--- src/dscc_regs.vh ---
// register map, field positions, reset values and strap pin positions
// for the deserializer strap/config control block; definitions only.
`ifndef DSCC_REGS_VH
`define DSCC_REGS_VH

// ----------------------------------------------------------------
// register byte offsets
// ----------------------------------------------------------------
`define DSCC_OFF_CFG 12'h000
`define DSCC_OFF_OVR 12'h004
`define DSCC_OFF_CTRL 12'h008
`define DSCC_OFF_STAT 12'h00C
`define DSCC_OFF_EFF 12'h010
`define DSCC_OFF_ISTAT 12'h014
`define DSCC_OFF_IMASK 12'h018

// ----------------------------------------------------------------
// cfg and eff field layout
// ----------------------------------------------------------------
`define DSCC_F_STROBE 0
`define DSCC_F_HOLD 1
`define DSCC_F_SLEEP 2
`define DSCC_F_SELFTEST 3
`define DSCC_F_MAP_LO 4
`define DSCC_F_MAP_HI 5
`define DSCC_F_SPREAD_LO 8
`define DSCC_F_SPREAD_HI 11
`define DSCC_CFG_RESET 12'h000
`define DSCC_CFG_MASK 12'hF3F

// ----------------------------------------------------------------
// ovr field layout: one select bit per option, 1 = register value
// ----------------------------------------------------------------
`define DSCC_O_STROBE 0
`define DSCC_O_HOLD 1
`define DSCC_O_SLEEP 2
`define DSCC_O_SELFTEST 3
`define DSCC_O_MAP 4
`define DSCC_O_SPREAD 5
`define DSCC_OVR_RESET 6'h00

// ----------------------------------------------------------------
// ctrl, stat and interrupt bits
// ----------------------------------------------------------------
`define DSCC_C_RELEASE 0
`define DSCC_S_LOCK 0
`define DSCC_S_PASS 1
`define DSCC_S_SELFTEST 2
`define DSCC_S_STRAPPED 3
`define DSCC_S_HELD 4
`define DSCC_I_LOCK_UP 0
`define DSCC_I_LOCK_DOWN 1
`define DSCC_I_PAYLOAD_ERR 2
`define DSCC_INT_W 3
`define DSCC_INT_RESET 3'h0

// ----------------------------------------------------------------
// strap positions on the shared data pins
// ----------------------------------------------------------------
`define DSCC_P_SLEEP 18
`define DSCC_P_STROBE 17
`define DSCC_P_SPREAD_HI 6
`define DSCC_P_SPREAD_LO 3
`define DSCC_P_MAP_HI 1
`define DSCC_P_MAP_LO 0
`define DSCC_MAP_RESET 2'h0
`define DSCC_SPREAD_RESET 4'h0

`endif

--- src/dscc_strap_latch.v ---
// strap capture for the deserializer config block.
// assumes the top keeps every shared pin released from wake-up until strapped is set.
`timescale 1ns/100ps
`include "dscc_regs.vh"

module dscc_strap_latch #(
	parameter DATA_W = 24
) (
	input wire clk,
	input wire rst,
	input wire power_down_n,
	input wire [DATA_W-1:0] data_in,
	input wire pass_in,
	output reg strapped,
	output reg strap_strobe,
	output reg strap_hold,
	output reg strap_sleep,
	output reg [1:0] strap_map,
	output reg [3:0] strap_spread
);

	reg awake_reg;

	// ----------------------------------------------------------------
	// sample once per wake-up
	// ----------------------------------------------------------------
	// one cycle of margin after wake-up so the released pins have settled
	always @(posedge clk) begin
		if (rst) begin
			awake_reg <= 1'b0;
			strapped <= 1'b0;
			strap_strobe <= 1'b0;
			strap_hold <= 1'b0;
			strap_sleep <= 1'b0;
			strap_map <= `DSCC_MAP_RESET;
			strap_spread <= `DSCC_SPREAD_RESET;
		end else if (!power_down_n) begin
			// values kept: sleep state still needs them while down
			awake_reg <= 1'b0;
			strapped <= 1'b0;
		end else begin
			awake_reg <= 1'b1;
			if (awake_reg && !strapped) begin
				strapped <= 1'b1;
				strap_strobe <= data_in[`DSCC_P_STROBE];
				strap_hold <= pass_in;
				strap_sleep <= data_in[`DSCC_P_SLEEP];
				strap_map <= data_in[`DSCC_P_MAP_HI:`DSCC_P_MAP_LO];
				strap_spread <= data_in[`DSCC_P_SPREAD_HI:`DSCC_P_SPREAD_LO];
			end
		end
	end

endmodule

--- src/dscc_top.v ---
// strap and register configuration, output state and power-down control
// for a serial-link deserializer, with an APB register slave.
// assumes lock, recovered data and payload errors come from the link on clk.
//
// Function
// - strobe select 1: outputs captured on rising clock edge; 0: falling edge.
// - hold-low set: data, control and clock outputs stay low while locked after power-up until release bit written.
// - hold-low clear: outputs toggle normally once lock goes high.
// - in power-down, output state comes from sleep select and power-down input.
// - power-down input 1 runs; 0 powers down and resets control registers.
// - self-test enable 1 runs link self-test; 0 normal operation.
// - every strap option can be replaced by a register value.
// - two-bit bit-mapping select from strap or register, default 00.
// - four-bit spread-spectrum range select from strap or register.
// - lock 1: outputs active; lock 0: outputs follow sleep select.
// - self-test pass indication 1 while error free, 0 after any error.
//
// The placing of the registers and register access over APB were decided locally.
`timescale 1ns/100ps
`include "dscc_regs.vh"

module dscc_top #(
	parameter DATA_W = 24,
	parameter CTRL_W = 3
) (
	input wire clk,
	input wire rst,
	input wire psel,
	input wire penable,
	input wire pwrite,
	input wire [11:0] paddr,
	input wire [31:0] pwdata,
	output reg [31:0] prdata,
	output reg pready,
	output reg pslverr,
	input wire power_down_n,
	input wire link_lock,
	input wire selftest_en,
	input wire payload_err,
	input wire [DATA_W-1:0] rx_data,
	input wire [CTRL_W-1:0] rx_ctrl,
	input wire [DATA_W-1:0] data_in,
	output reg [DATA_W-1:0] data_out,
	output reg [DATA_W-1:0] data_oe,
	output reg [CTRL_W-1:0] ctrl_out,
	output reg ctrl_oe,
	output reg pixel_clk_out,
	output reg pixel_clk_oe,
	input wire pass_in,
	output reg pass_out,
	output reg pass_oe,
	output reg lock_out,
	output reg selftest_active,
	output reg [1:0] map_sel,
	output reg [3:0] spread_range_sel,
	output reg irq
);

	// ----------------------------------------------------------------
	// declarations
	// ----------------------------------------------------------------
	localparam OS_ACTIVE = 2'h0;
	localparam OS_LOW = 2'h1;
	localparam OS_TRI = 2'h2;
	localparam OS_HELD = 2'h3;

	reg [11:0] cfg_reg;
	reg [5:0] ovr_reg;
	reg release_reg;
	reg [`DSCC_INT_W-1:0] istat_reg;
	reg [`DSCC_INT_W-1:0] istat_next;
	reg [`DSCC_INT_W-1:0] imask_reg;
	reg lock_d_reg;
	reg pass_reg;
	reg [1:0] ostate;
	reg [31:0] rdata_next;
	reg addr_ok;

	wire strapped;
	wire strap_strobe;
	wire strap_hold;
	wire strap_sleep;
	wire [1:0] strap_map;
	wire [3:0] strap_spread;
	wire strobe_edge_sel;
	wire hold_outputs_low;
	wire sleep_state_sel;
	wire selftest_sel;
	wire [1:0] map_eff;
	wire [3:0] spread_eff;
	wire [11:0] eff_word;
	wire [`DSCC_INT_W-1:0] ev;
	wire apb_acc;
	wire apb_wr;
	wire apb_rd;
	wire launch;

	// ----------------------------------------------------------------
	// strap capture
	// ----------------------------------------------------------------
	dscc_strap_latch #(
		.DATA_W(DATA_W)
	) u_strap (
		.clk(clk),
		.rst(rst),
		.power_down_n(power_down_n),
		.data_in(data_in),
		.pass_in(pass_in),
		.strapped(strapped),
		.strap_strobe(strap_strobe),
		.strap_hold(strap_hold),
		.strap_sleep(strap_sleep),
		.strap_map(strap_map),
		.strap_spread(strap_spread)
	);

	// ----------------------------------------------------------------
	// effective option values
	// ----------------------------------------------------------------
	// straps are not checked against each other: a hold-low board keeps the rest at default
	assign strobe_edge_sel = ovr_reg[`DSCC_O_STROBE] ? cfg_reg[`DSCC_F_STROBE] : strap_strobe;
	assign hold_outputs_low = ovr_reg[`DSCC_O_HOLD] ? cfg_reg[`DSCC_F_HOLD] : strap_hold;
	assign sleep_state_sel = ovr_reg[`DSCC_O_SLEEP] ? cfg_reg[`DSCC_F_SLEEP] : strap_sleep;
	assign selftest_sel = ovr_reg[`DSCC_O_SELFTEST] ? cfg_reg[`DSCC_F_SELFTEST] : selftest_en;
	assign map_eff = ovr_reg[`DSCC_O_MAP] ? cfg_reg[`DSCC_F_MAP_HI:`DSCC_F_MAP_LO] : strap_map;
	assign spread_eff = ovr_reg[`DSCC_O_SPREAD] ? cfg_reg[`DSCC_F_SPREAD_HI:`DSCC_F_SPREAD_LO] : strap_spread;
	assign eff_word = {spread_eff, 2'b00, map_eff, selftest_sel, sleep_state_sel, hold_outputs_low, strobe_edge_sel};

	// ----------------------------------------------------------------
	// apb decode
	// ----------------------------------------------------------------
	// one wait state: pready rises in the second access cycle
	assign apb_acc = psel && penable && pready;
	assign apb_wr = apb_acc && pwrite && addr_ok;
	assign apb_rd = apb_acc && !pwrite && addr_ok;

	always @* begin
		addr_ok = 1'b1;
		rdata_next = 32'h0000_0000;
		case (paddr)
			`DSCC_OFF_CFG: rdata_next[11:0] = cfg_reg;
			`DSCC_OFF_OVR: rdata_next[5:0] = ovr_reg;
			`DSCC_OFF_CTRL: rdata_next[`DSCC_C_RELEASE] = release_reg;
			`DSCC_OFF_STAT: begin
				rdata_next[`DSCC_S_LOCK] = lock_d_reg;
				rdata_next[`DSCC_S_PASS] = pass_reg;
				rdata_next[`DSCC_S_SELFTEST] = selftest_active;
				rdata_next[`DSCC_S_STRAPPED] = strapped;
				rdata_next[`DSCC_S_HELD] = hold_outputs_low && !release_reg;
			end
			`DSCC_OFF_EFF: rdata_next[11:0] = eff_word;
			`DSCC_OFF_ISTAT: rdata_next[`DSCC_INT_W-1:0] = istat_reg;
			`DSCC_OFF_IMASK: rdata_next[`DSCC_INT_W-1:0] = imask_reg;
			default: addr_ok = 1'b0;
		endcase
	end

	always @(posedge clk) begin
		if (rst) begin
			pready <= 1'b0;
			pslverr <= 1'b0;
			prdata <= 32'h0000_0000;
		end else begin
			pready <= psel && penable && !pready;
			pslverr <= psel && penable && !pready && !addr_ok;
			if (psel && penable && !pready && !pwrite)
				prdata <= rdata_next;
		end
	end

	// ----------------------------------------------------------------
	// control registers
	// ----------------------------------------------------------------
	// power-down clears them like a reset; writes while down are dropped
	always @(posedge clk) begin
		if (rst || !power_down_n) begin
			cfg_reg <= `DSCC_CFG_RESET;
			ovr_reg <= `DSCC_OVR_RESET;
			release_reg <= 1'b0;
			imask_reg <= `DSCC_INT_RESET;
		end else if (apb_wr) begin
			case (paddr)
				`DSCC_OFF_CFG: cfg_reg <= pwdata[11:0] & `DSCC_CFG_MASK;
				`DSCC_OFF_OVR: ovr_reg <= pwdata[5:0];
				`DSCC_OFF_CTRL: release_reg <= pwdata[`DSCC_C_RELEASE];
				`DSCC_OFF_IMASK: imask_reg <= pwdata[`DSCC_INT_W-1:0];
				default: release_reg <= release_reg;
			endcase
		end
	end

	// ----------------------------------------------------------------
	// events and interrupt
	// ----------------------------------------------------------------
	assign ev[`DSCC_I_LOCK_UP] = link_lock && !lock_d_reg;
	assign ev[`DSCC_I_LOCK_DOWN] = !link_lock && lock_d_reg;
	assign ev[`DSCC_I_PAYLOAD_ERR] = selftest_active && payload_err;

	// read clears only the bits it returned: an event after the sample is kept
	always @* begin
		istat_next = istat_reg;
		if (apb_rd && paddr == `DSCC_OFF_ISTAT)
			istat_next = istat_reg & ~prdata[`DSCC_INT_W-1:0];
		istat_next = istat_next | ev;
	end

	always @(posedge clk) begin
		if (rst || !power_down_n) begin
			istat_reg <= `DSCC_INT_RESET;
			lock_d_reg <= 1'b0;
			irq <= 1'b0;
		end else begin
			istat_reg <= istat_next;
			lock_d_reg <= link_lock;
			irq <= |(istat_next & imask_reg);
		end
	end

	// ----------------------------------------------------------------
	// self-test
	// ----------------------------------------------------------------
	// pass restarts high at each self-test entry and latches low on error
	always @(posedge clk) begin
		if (rst || !power_down_n) begin
			selftest_active <= 1'b0;
			pass_reg <= 1'b1;
		end else begin
			selftest_active <= selftest_sel && strapped;
			if (selftest_sel && !selftest_active)
				pass_reg <= 1'b1;
			else if (selftest_active && payload_err)
				pass_reg <= 1'b0;
		end
	end

	// ----------------------------------------------------------------
	// output state selection
	// ----------------------------------------------------------------
	// after wake-up pins stay released until straps are in, since they double as strap inputs
	always @* begin
		if (!power_down_n)
			ostate = sleep_state_sel ? OS_LOW : OS_TRI;
		else if (!strapped)
			ostate = OS_TRI;
		else if (!link_lock)
			ostate = sleep_state_sel ? OS_TRI : OS_LOW;
		else if (hold_outputs_low && !release_reg)
			ostate = OS_HELD;
		else
			ostate = OS_ACTIVE;
	end

	// clock toggles every cycle; data moves on the edge opposite the capture edge
	assign launch = (pixel_clk_out == strobe_edge_sel);

	always @(posedge clk) begin
		if (rst) begin
			data_out <= {DATA_W{1'b0}};
			data_oe <= {DATA_W{1'b0}};
			ctrl_out <= {CTRL_W{1'b0}};
			ctrl_oe <= 1'b0;
			pixel_clk_out <= 1'b0;
			pixel_clk_oe <= 1'b0;
		end else begin
			case (ostate)
				OS_ACTIVE: begin
					data_oe <= {DATA_W{1'b1}};
					ctrl_oe <= 1'b1;
					pixel_clk_oe <= 1'b1;
					pixel_clk_out <= !pixel_clk_out;
					if (launch) begin
						data_out <= rx_data;
						ctrl_out <= rx_ctrl;
					end
				end
				OS_LOW, OS_HELD: begin
					data_out <= {DATA_W{1'b0}};
					data_oe <= {DATA_W{1'b1}};
					ctrl_out <= {CTRL_W{1'b0}};
					ctrl_oe <= 1'b1;
					pixel_clk_out <= 1'b0;
					pixel_clk_oe <= 1'b1;
				end
				default: begin
					data_out <= {DATA_W{1'b0}};
					data_oe <= {DATA_W{1'b0}};
					ctrl_out <= {CTRL_W{1'b0}};
					ctrl_oe <= 1'b0;
					pixel_clk_out <= 1'b0;
					pixel_clk_oe <= 1'b0;
				end
			endcase
		end
	end

	// ----------------------------------------------------------------
	// status outputs and pass pin
	// ----------------------------------------------------------------
	// pass pin doubles as the hold-low strap, so it is released until strapped
	always @(posedge clk) begin
		if (rst) begin
			lock_out <= 1'b0;
			pass_out <= 1'b0;
			pass_oe <= 1'b0;
			map_sel <= `DSCC_MAP_RESET;
			spread_range_sel <= `DSCC_SPREAD_RESET;
		end else begin
			lock_out <= link_lock && power_down_n;
			pass_oe <= power_down_n && strapped;
			pass_out <= pass_reg && power_down_n;
			map_sel <= map_eff;
			spread_range_sel <= spread_eff;
		end
	end

endmodule

--- config.mk ---
export PLATFORM = sky130hd
export DESIGN_NAME = dscc_top
export DESIGN_NICKNAME = d
export VERILOG_FILES = /design/src/dscc_strap_latch.v /design/src/dscc_top.v
export VERILOG_INCLUDE_DIRS = /design/src /design/src/src
export SDC_FILE = /design/constraint.sdc
export NUM_CORES = 1
export LEC_CHECK = 0
export ABC_AREA = 1
export BUFFER_PORTS_ARGS = -buffer_cell sky130_fd_sc_hd__buf_2
export CAP_MARGIN = 10
export CORE_MARGIN = 2
export CORE_UTILIZATION = 44
export CTS_BUF_LIST = sky130_fd_sc_hd__clkbuf_16
export DETAILED_ROUTE_END_ITERATION = 10
export PLACE_DENSITY = 0.75
export SYNTH_ARGS = -nofsm -noshare
export SYNTH_HDL_FRONTEND = slang
export SYNTH_SLANG_ARGS = --single-unit
export TNS_END_PERCENT = 1
--- constraint.sdc ---
create_clock -name clk -period 1.6 [get_ports clk]
set_input_delay 0.32 -clock clk [delete_from_list [all_inputs] [get_ports clk]]
set_output_delay 0.32 -clock clk [all_outputs]
set_load 0.02 [all_outputs]
### Yosys cells after proc, flatten, opt, wreduce, memory -nomap -nowiden

Cells that the tools add are included.

| storage, ports and cells | value |
|---|---|
| register bits after elaboration | 114 |
| input bits | 105 |
| output and inout port bits | 99 |
| logic and storage cells | 110 |

| operators by class | value |
|---|---|
| equality and inequality tests | 9 |
| multiplexer cells | 22 |
| bitwise operators | 6 |
| reductions and logical operators | 44 |

Operator list:

| kind | count |
|---|---|
| 12-bit by 5-bit equality test with 1-bit output (second input constant) | 3 |
| 12-bit by 4-bit equality test with 1-bit output (second input constant) | 2 |
| 24-bit 2-to-1 mux | 1 |
| 1-bit logical AND | 20 |
| 2-bit 2-to-1 mux | 7 |
| 12-bit by 3-bit equality test with 1-bit output (second input constant) | 1 |
| 12-bit logical NOT | 1 |
| 2-bit one-hot mux with 6 select lines | 1 |
| 6-bit one-hot mux with 2 select lines | 1 |
| 1-bit logical NOT | 10 |
| 2-bit AND reduction | 5 |
| 2-bit one-hot mux with 4 select lines | 1 |
| 1-bit 2-to-1 mux | 7 |
| 1-bit one-hot mux with 7 select lines | 1 |
| 7-bit OR reduction | 1 |
| 3-bit bitwise AND | 2 |
| 2-bit OR reduction | 3 |
| 3-bit OR reduction | 2 |
| 4-bit 2-to-1 mux | 1 |
| 3-bit 2-to-1 mux | 1 |
| 3-bit inverter | 1 |
| 3-bit bitwise OR | 1 |
| 1-bit one-hot mux with 3 select lines | 1 |
| 2-bit by 1-bit equality test with 1-bit output (second input constant) | 1 |
| 5 further kinds | 6 |

### Depth between registers and ports, before layout

| depth | value |
|---|---|
| word-level depth | 9 |
| mapped depth | 12 |
| mapped depth without buffers | 11 |

### Modules after synthesis

A second synthesis with hierarchy kept.

| unflattened totals | value |
|---|---|
| cell total of the unflattened synthesis | 590 |
| area, all modules | 4126.5 sq um |

By module, submodules not included:

| module | times used | cells an instance | area each (sq um) | sequential area each (sq um) |
|---|---|---|---|---|
| dscc_top | 1 | 526 | 3683.5 | 1541.5 |
| dscc_strap_latch | 1 | 64 | 442.9 | 220.2 |

### Least setup slack after synthesis

No wires, ideal clock.

| timing path | value |
|---|---|
| path kind | register -> register |
| start point | register pready |
| end point | register ovr_reg[4] |
| setup time | 0.110 ns |
| data arrival time | 1.424 ns |
| setup slack | 0.066 ns |
| cell stages (with the launch flop) | 7 |
| period minus slack after synthesis | 1.534 ns |
| cell sequence | dfxtp_1 nand3_1 nor2_1 clkbuf_1 nand4_1 nand2_1 nor2_1 |

| on the way | value |
|---|---|
| longest elaborated chain between the ends | 4 |

Ends and longest elaborated chain:

| element | RTL line | source |
|---|---|---|
| start, declared | dscc_top.v:34 | `output reg pready,` |
| start signal, assigned | dscc_top.v:164 | `pready <= psel && penable && !pready;` |
| 1-bit logical AND | dscc_top.v:133 | `assign apb_acc = psel && penable && pready;` |
| 1-bit logical AND (2 in a row) | dscc_top.v:134 | `assign apb_wr = apb_acc && pwrite && addr_ok;` |
| 2-bit AND reduction (no line) | -- |  |
| end signal, assigned | dscc_top.v:178 | `` ovr_reg <= `DSCC_OVR_RESET; `` |
| end signal, assigned | dscc_top.v:184 | `` `DSCC_OFF_OVR: ovr_reg <= pwdata[5:0]; `` |
| end, declared | dscc_top.v:68 | `reg [5:0] ovr_reg;` |

No other way between the ends.
A chain may end at the register's enable or synchronous reset.

### Worst setup path in the final report

| timing path | value |
|---|---|
| start point | register ovr_reg[0] |
| end point | register data_out[18] |

| on the way | value |
|---|---|
| longest elaborated chain between the ends | 2 |

Ends and longest elaborated chain:

| element | RTL line | source |
|---|---|---|
| 1-bit 2-to-1 mux | dscc_top.v:121 | `` assign strobe_edge_sel = ovr_reg[`DSCC_O_STROBE] ? cfg_reg[`DSCC_F_STROBE] : strap_strobe; `` |
| 1-bit equality test | dscc_top.v:254 | `assign launch = (pixel_clk_out == strobe_edge_sel);` |
| end signal, assigned | dscc_top.v:258 | `data_out <= {DATA_W{1'b0}};` |
| end signal, assigned | dscc_top.v:272 | `data_out <= rx_data;` |
| end signal, assigned | dscc_top.v:277 | `data_out <= {DATA_W{1'b0}};` |
| end, declared | dscc_top.v:43 | `output reg [DATA_W-1:0] data_out,` |

No other way between the ends.

==> results.cfg <==
[outcome]
status = completed

[synthesis]
ys_warn_count = 0
synth_area_leaders = dfxtp_1 (42%), inv_1 (9.5%), buf_4 (8.6%), nand2_1 (8.3%), o21ai_0 (7.6%)
synth_seq_cells = 88
synth_area_leader_cell = dfxtp_1
synth-async-reset-ratio_pct = 0
synth_top_area_share_pct = 42.19
yosysSeqAreaShare_pct = 42.19
syn_inst = 590
synth.avg_cell_area_sq_um = 7.077
syn_area_sq_um = 4175
yosysUniqueCellTypes = 29
synth_edf_count = 0
ys.flop_type = dfxtp_1

[global_routing]
grt-ovfl-total = 0
grt_usage_pct = 20.46
grt_max_degree = 28
grt_pass1_wl_um = 16650
grt_pass1_vias = 3684
antenna_found_initial = 0

[critical_path]
critical_path.startpoint = ovr_reg[0]$_SDFFE_PP0P_
path_buf_inv = 0
max_stage_delay_ns = 0.58
startpoint_type = flip-flop
cp-end-kind = flip-flop
critPathRequiredTime_ns = 1.79
crit_chain = nand2_1 -> o21ai_4 -> xnor2_4 -> a21oi_1
slowest_stage = xnor2_4
crit_family = XOR/XNOR gates
crit_type = reg2reg
cp_max_fo = 27
arrival_ns = 1.69
rr_startpoint = ovr_reg[0]$_SDFFE_PP0P_

[clock_network]
hold_buffers = 0
htreeDepth = 3
cts_buffers = 9
cts.sinks = 88
cts_tree = built
root_buffer = clkbuf_16
clk_pin_slew_ns = 0.07
clk_latency_ns = 0.34
clock_path_buffers = 2
cts_setup_buffers = 0

[power]
p_int_uw = 3481
pwr-share-seq_pct = 47.3
power_uw = 4748
p_leak_uw = 0.002791
p_clk_share_pct = 43.4
ir_worst_vdd_mv = 0.6056
switching_share_pct = 26.69
pwr-share-comb_pct = 9.3
p_sw_uw = 1267
p_per_area_nw_per_um2 = 895.5

[sta]
holdWs_ns = 0.2058
min_period_ns = 1.497
tns_ns = 0
final_hold_viol_count = 0
slew_violations = 0
worst_pin_slew_ns = 0.6871
min_period_over_period_pct = 93.58
finClkSkew_ns = 0.01234
max_freq_ghz = 0.6679
relSlewSlack_pct = 54.20
setup_viol = 0
grt_setup_unrepaired = false

[final_layout]
drive_gt1_share_pct = 29.16
final_common_cell = buf_2
mostFrequentLayoutCells = buf_2 (143), inv_1 (106), nand2_1 (92), dfxtp_1 (87), nor2_1 (65)
final_cells = 863
largest_reg_flops = 24
area_growth_pct = 27.00
diodes = 0
nets = 834

[floorplan]
die_h_um = 101.4
ios = 204
initial_core_util_pct = 45.19
die-area_sq_um = 10280
core_area_sq_um = 9240
die_w_um = 101.4
std_cell_rows = 35

[placed_design]
gp_congestion = 0.9236
portBuffers = 143
placed_cells = 845
dp_hpwl_um = 8066

[detailed_routing]
drt_pass1_iterations = 5
antenna_left = 0
vias = 3979
drt_iter0_drc = 159
wirelength_um = 10700
route.detailed.drc = 0
detail_route.wl_per_cell_um = 12.40
vias_per_cell = 4.611

[worst_hold_path]
hp-class = in2reg
hp-start = pwdata[8]

[flow_run]
maxCapViolCount = 0
[worst min-delay path, stage by stage]
cell and delay, ns:
buf_2 0.08, nor2_1 0.03, nor2_1 0.08
[final cells by class]
cell class                 instances  area (sq um)
clock buffer                       9         225.2
fill                             883          3938
tap                              129         161.4
inverter                         112         422.9
timing repair buffer             170         955.9
multi-input combinational        348          1699
sequential                        88          1763
clock inverter                     7         75.07
[through the flow]
| step | utilization (%) | cell area [sq um] | setup WS (ns) |
|---|---|---|---|
| 6_report | 57.39 | 5303 | 0.1027 |
| 5_1_grt | 57.39 | 5303 | 0.0008515 |
| 3_3_place_gp | 53.53 | 4946 | -0.1538 |
| 2_1_floorplan | - | 4254 | 0.06627 |
| 4_1_cts | 57.20 | 5285 | 0.04045 |
| 3_5_place_dp | 53.53 | 4946 | -0.3277 |
[path summary, 6_finish.rpt]
kind | end | slack (ns) | cells past startpoint
worst min-delay path | cfg_reg[8]$_SDFFE_PP0P_ | 0.21 | 3
worst min register to register | u_strap.strap_spread[3]$_SDFFE_PP0P_ | 0.44 | 2
worst max register to register | data_out[18]$_SDFFE_PP0N_ | 0.10 | 4
worst max-delay path | data_out[18]$_SDFFE_PP0N_ | 0.10 | 4
[synthesized netlist by cell type (2+ instances only)]
cell      number
a21oi_1       46
nand3_1       11
nand4_1       14
nor2_4         2
nor2_1        65
o221ai_1       3
clkbuf_1      12
inv_1        106
nor2_2         2
buf_4         48
nand3_2        2
nand2_1       92
nand2_4        2
nand2_2        7
o22ai_1        4
inv_2          5
dfxtp_1       88
nor3_1         5
o21ai_0       63
buf_2          4
[routing by layer]
layer | share of wire, % | wire (um) | global-route usage, % | vias to the layer above
met5 | 0 | 0 | 0 | -
met1 | 42 | 4476 | 24.42 | 1775
met4 | 1.1 | 121 | 7.173 | 0
li1 | - | - | - | 2036
met3 | 6.8 | 726 | 4.486 | 13
met2 | 50 | 5379 | 36.22 | 155
[cells by family (layout without fill, tap and decap cells)]
group | Yosys count | after routing | synth area share, %
AND/OR/NAND/NOR | 204 | 204 | 21.94
other | 1 | 22 | 0.08981
AO/OA/AOI/OAI | 119 | 119 | 14.80
XOR/XNOR | 1 | 3 | 0.3897
buffers and inverters | 177 | 298 | 20.59
flip-flops | 88 | 88 | 42.19
[what timing repair did]
| action | 4_1_cts | 5_1_grt |
|---|---|---|
| cloned | 1 | 1 |
| gates resized for setup | 3 | 2 |
| pin swaps | 1 | 2 |
| endpoints found under the setup margin | 27 | 27 |
[power groups by stage]
stage | clock (uW) | sequential, uW | combinational [uW]
after floorplan | 0 | 2320 | 284
after global placement | 0 | 2300 | 420
after detailed placement | 0 | 2300 | 427
after CTS | 2100 | 2250 | 438
after global routing | 2180 | 2250 | 494
final | 2060 | 2250 | 442
Note: power is estimated with default switching activity, not from simulation.
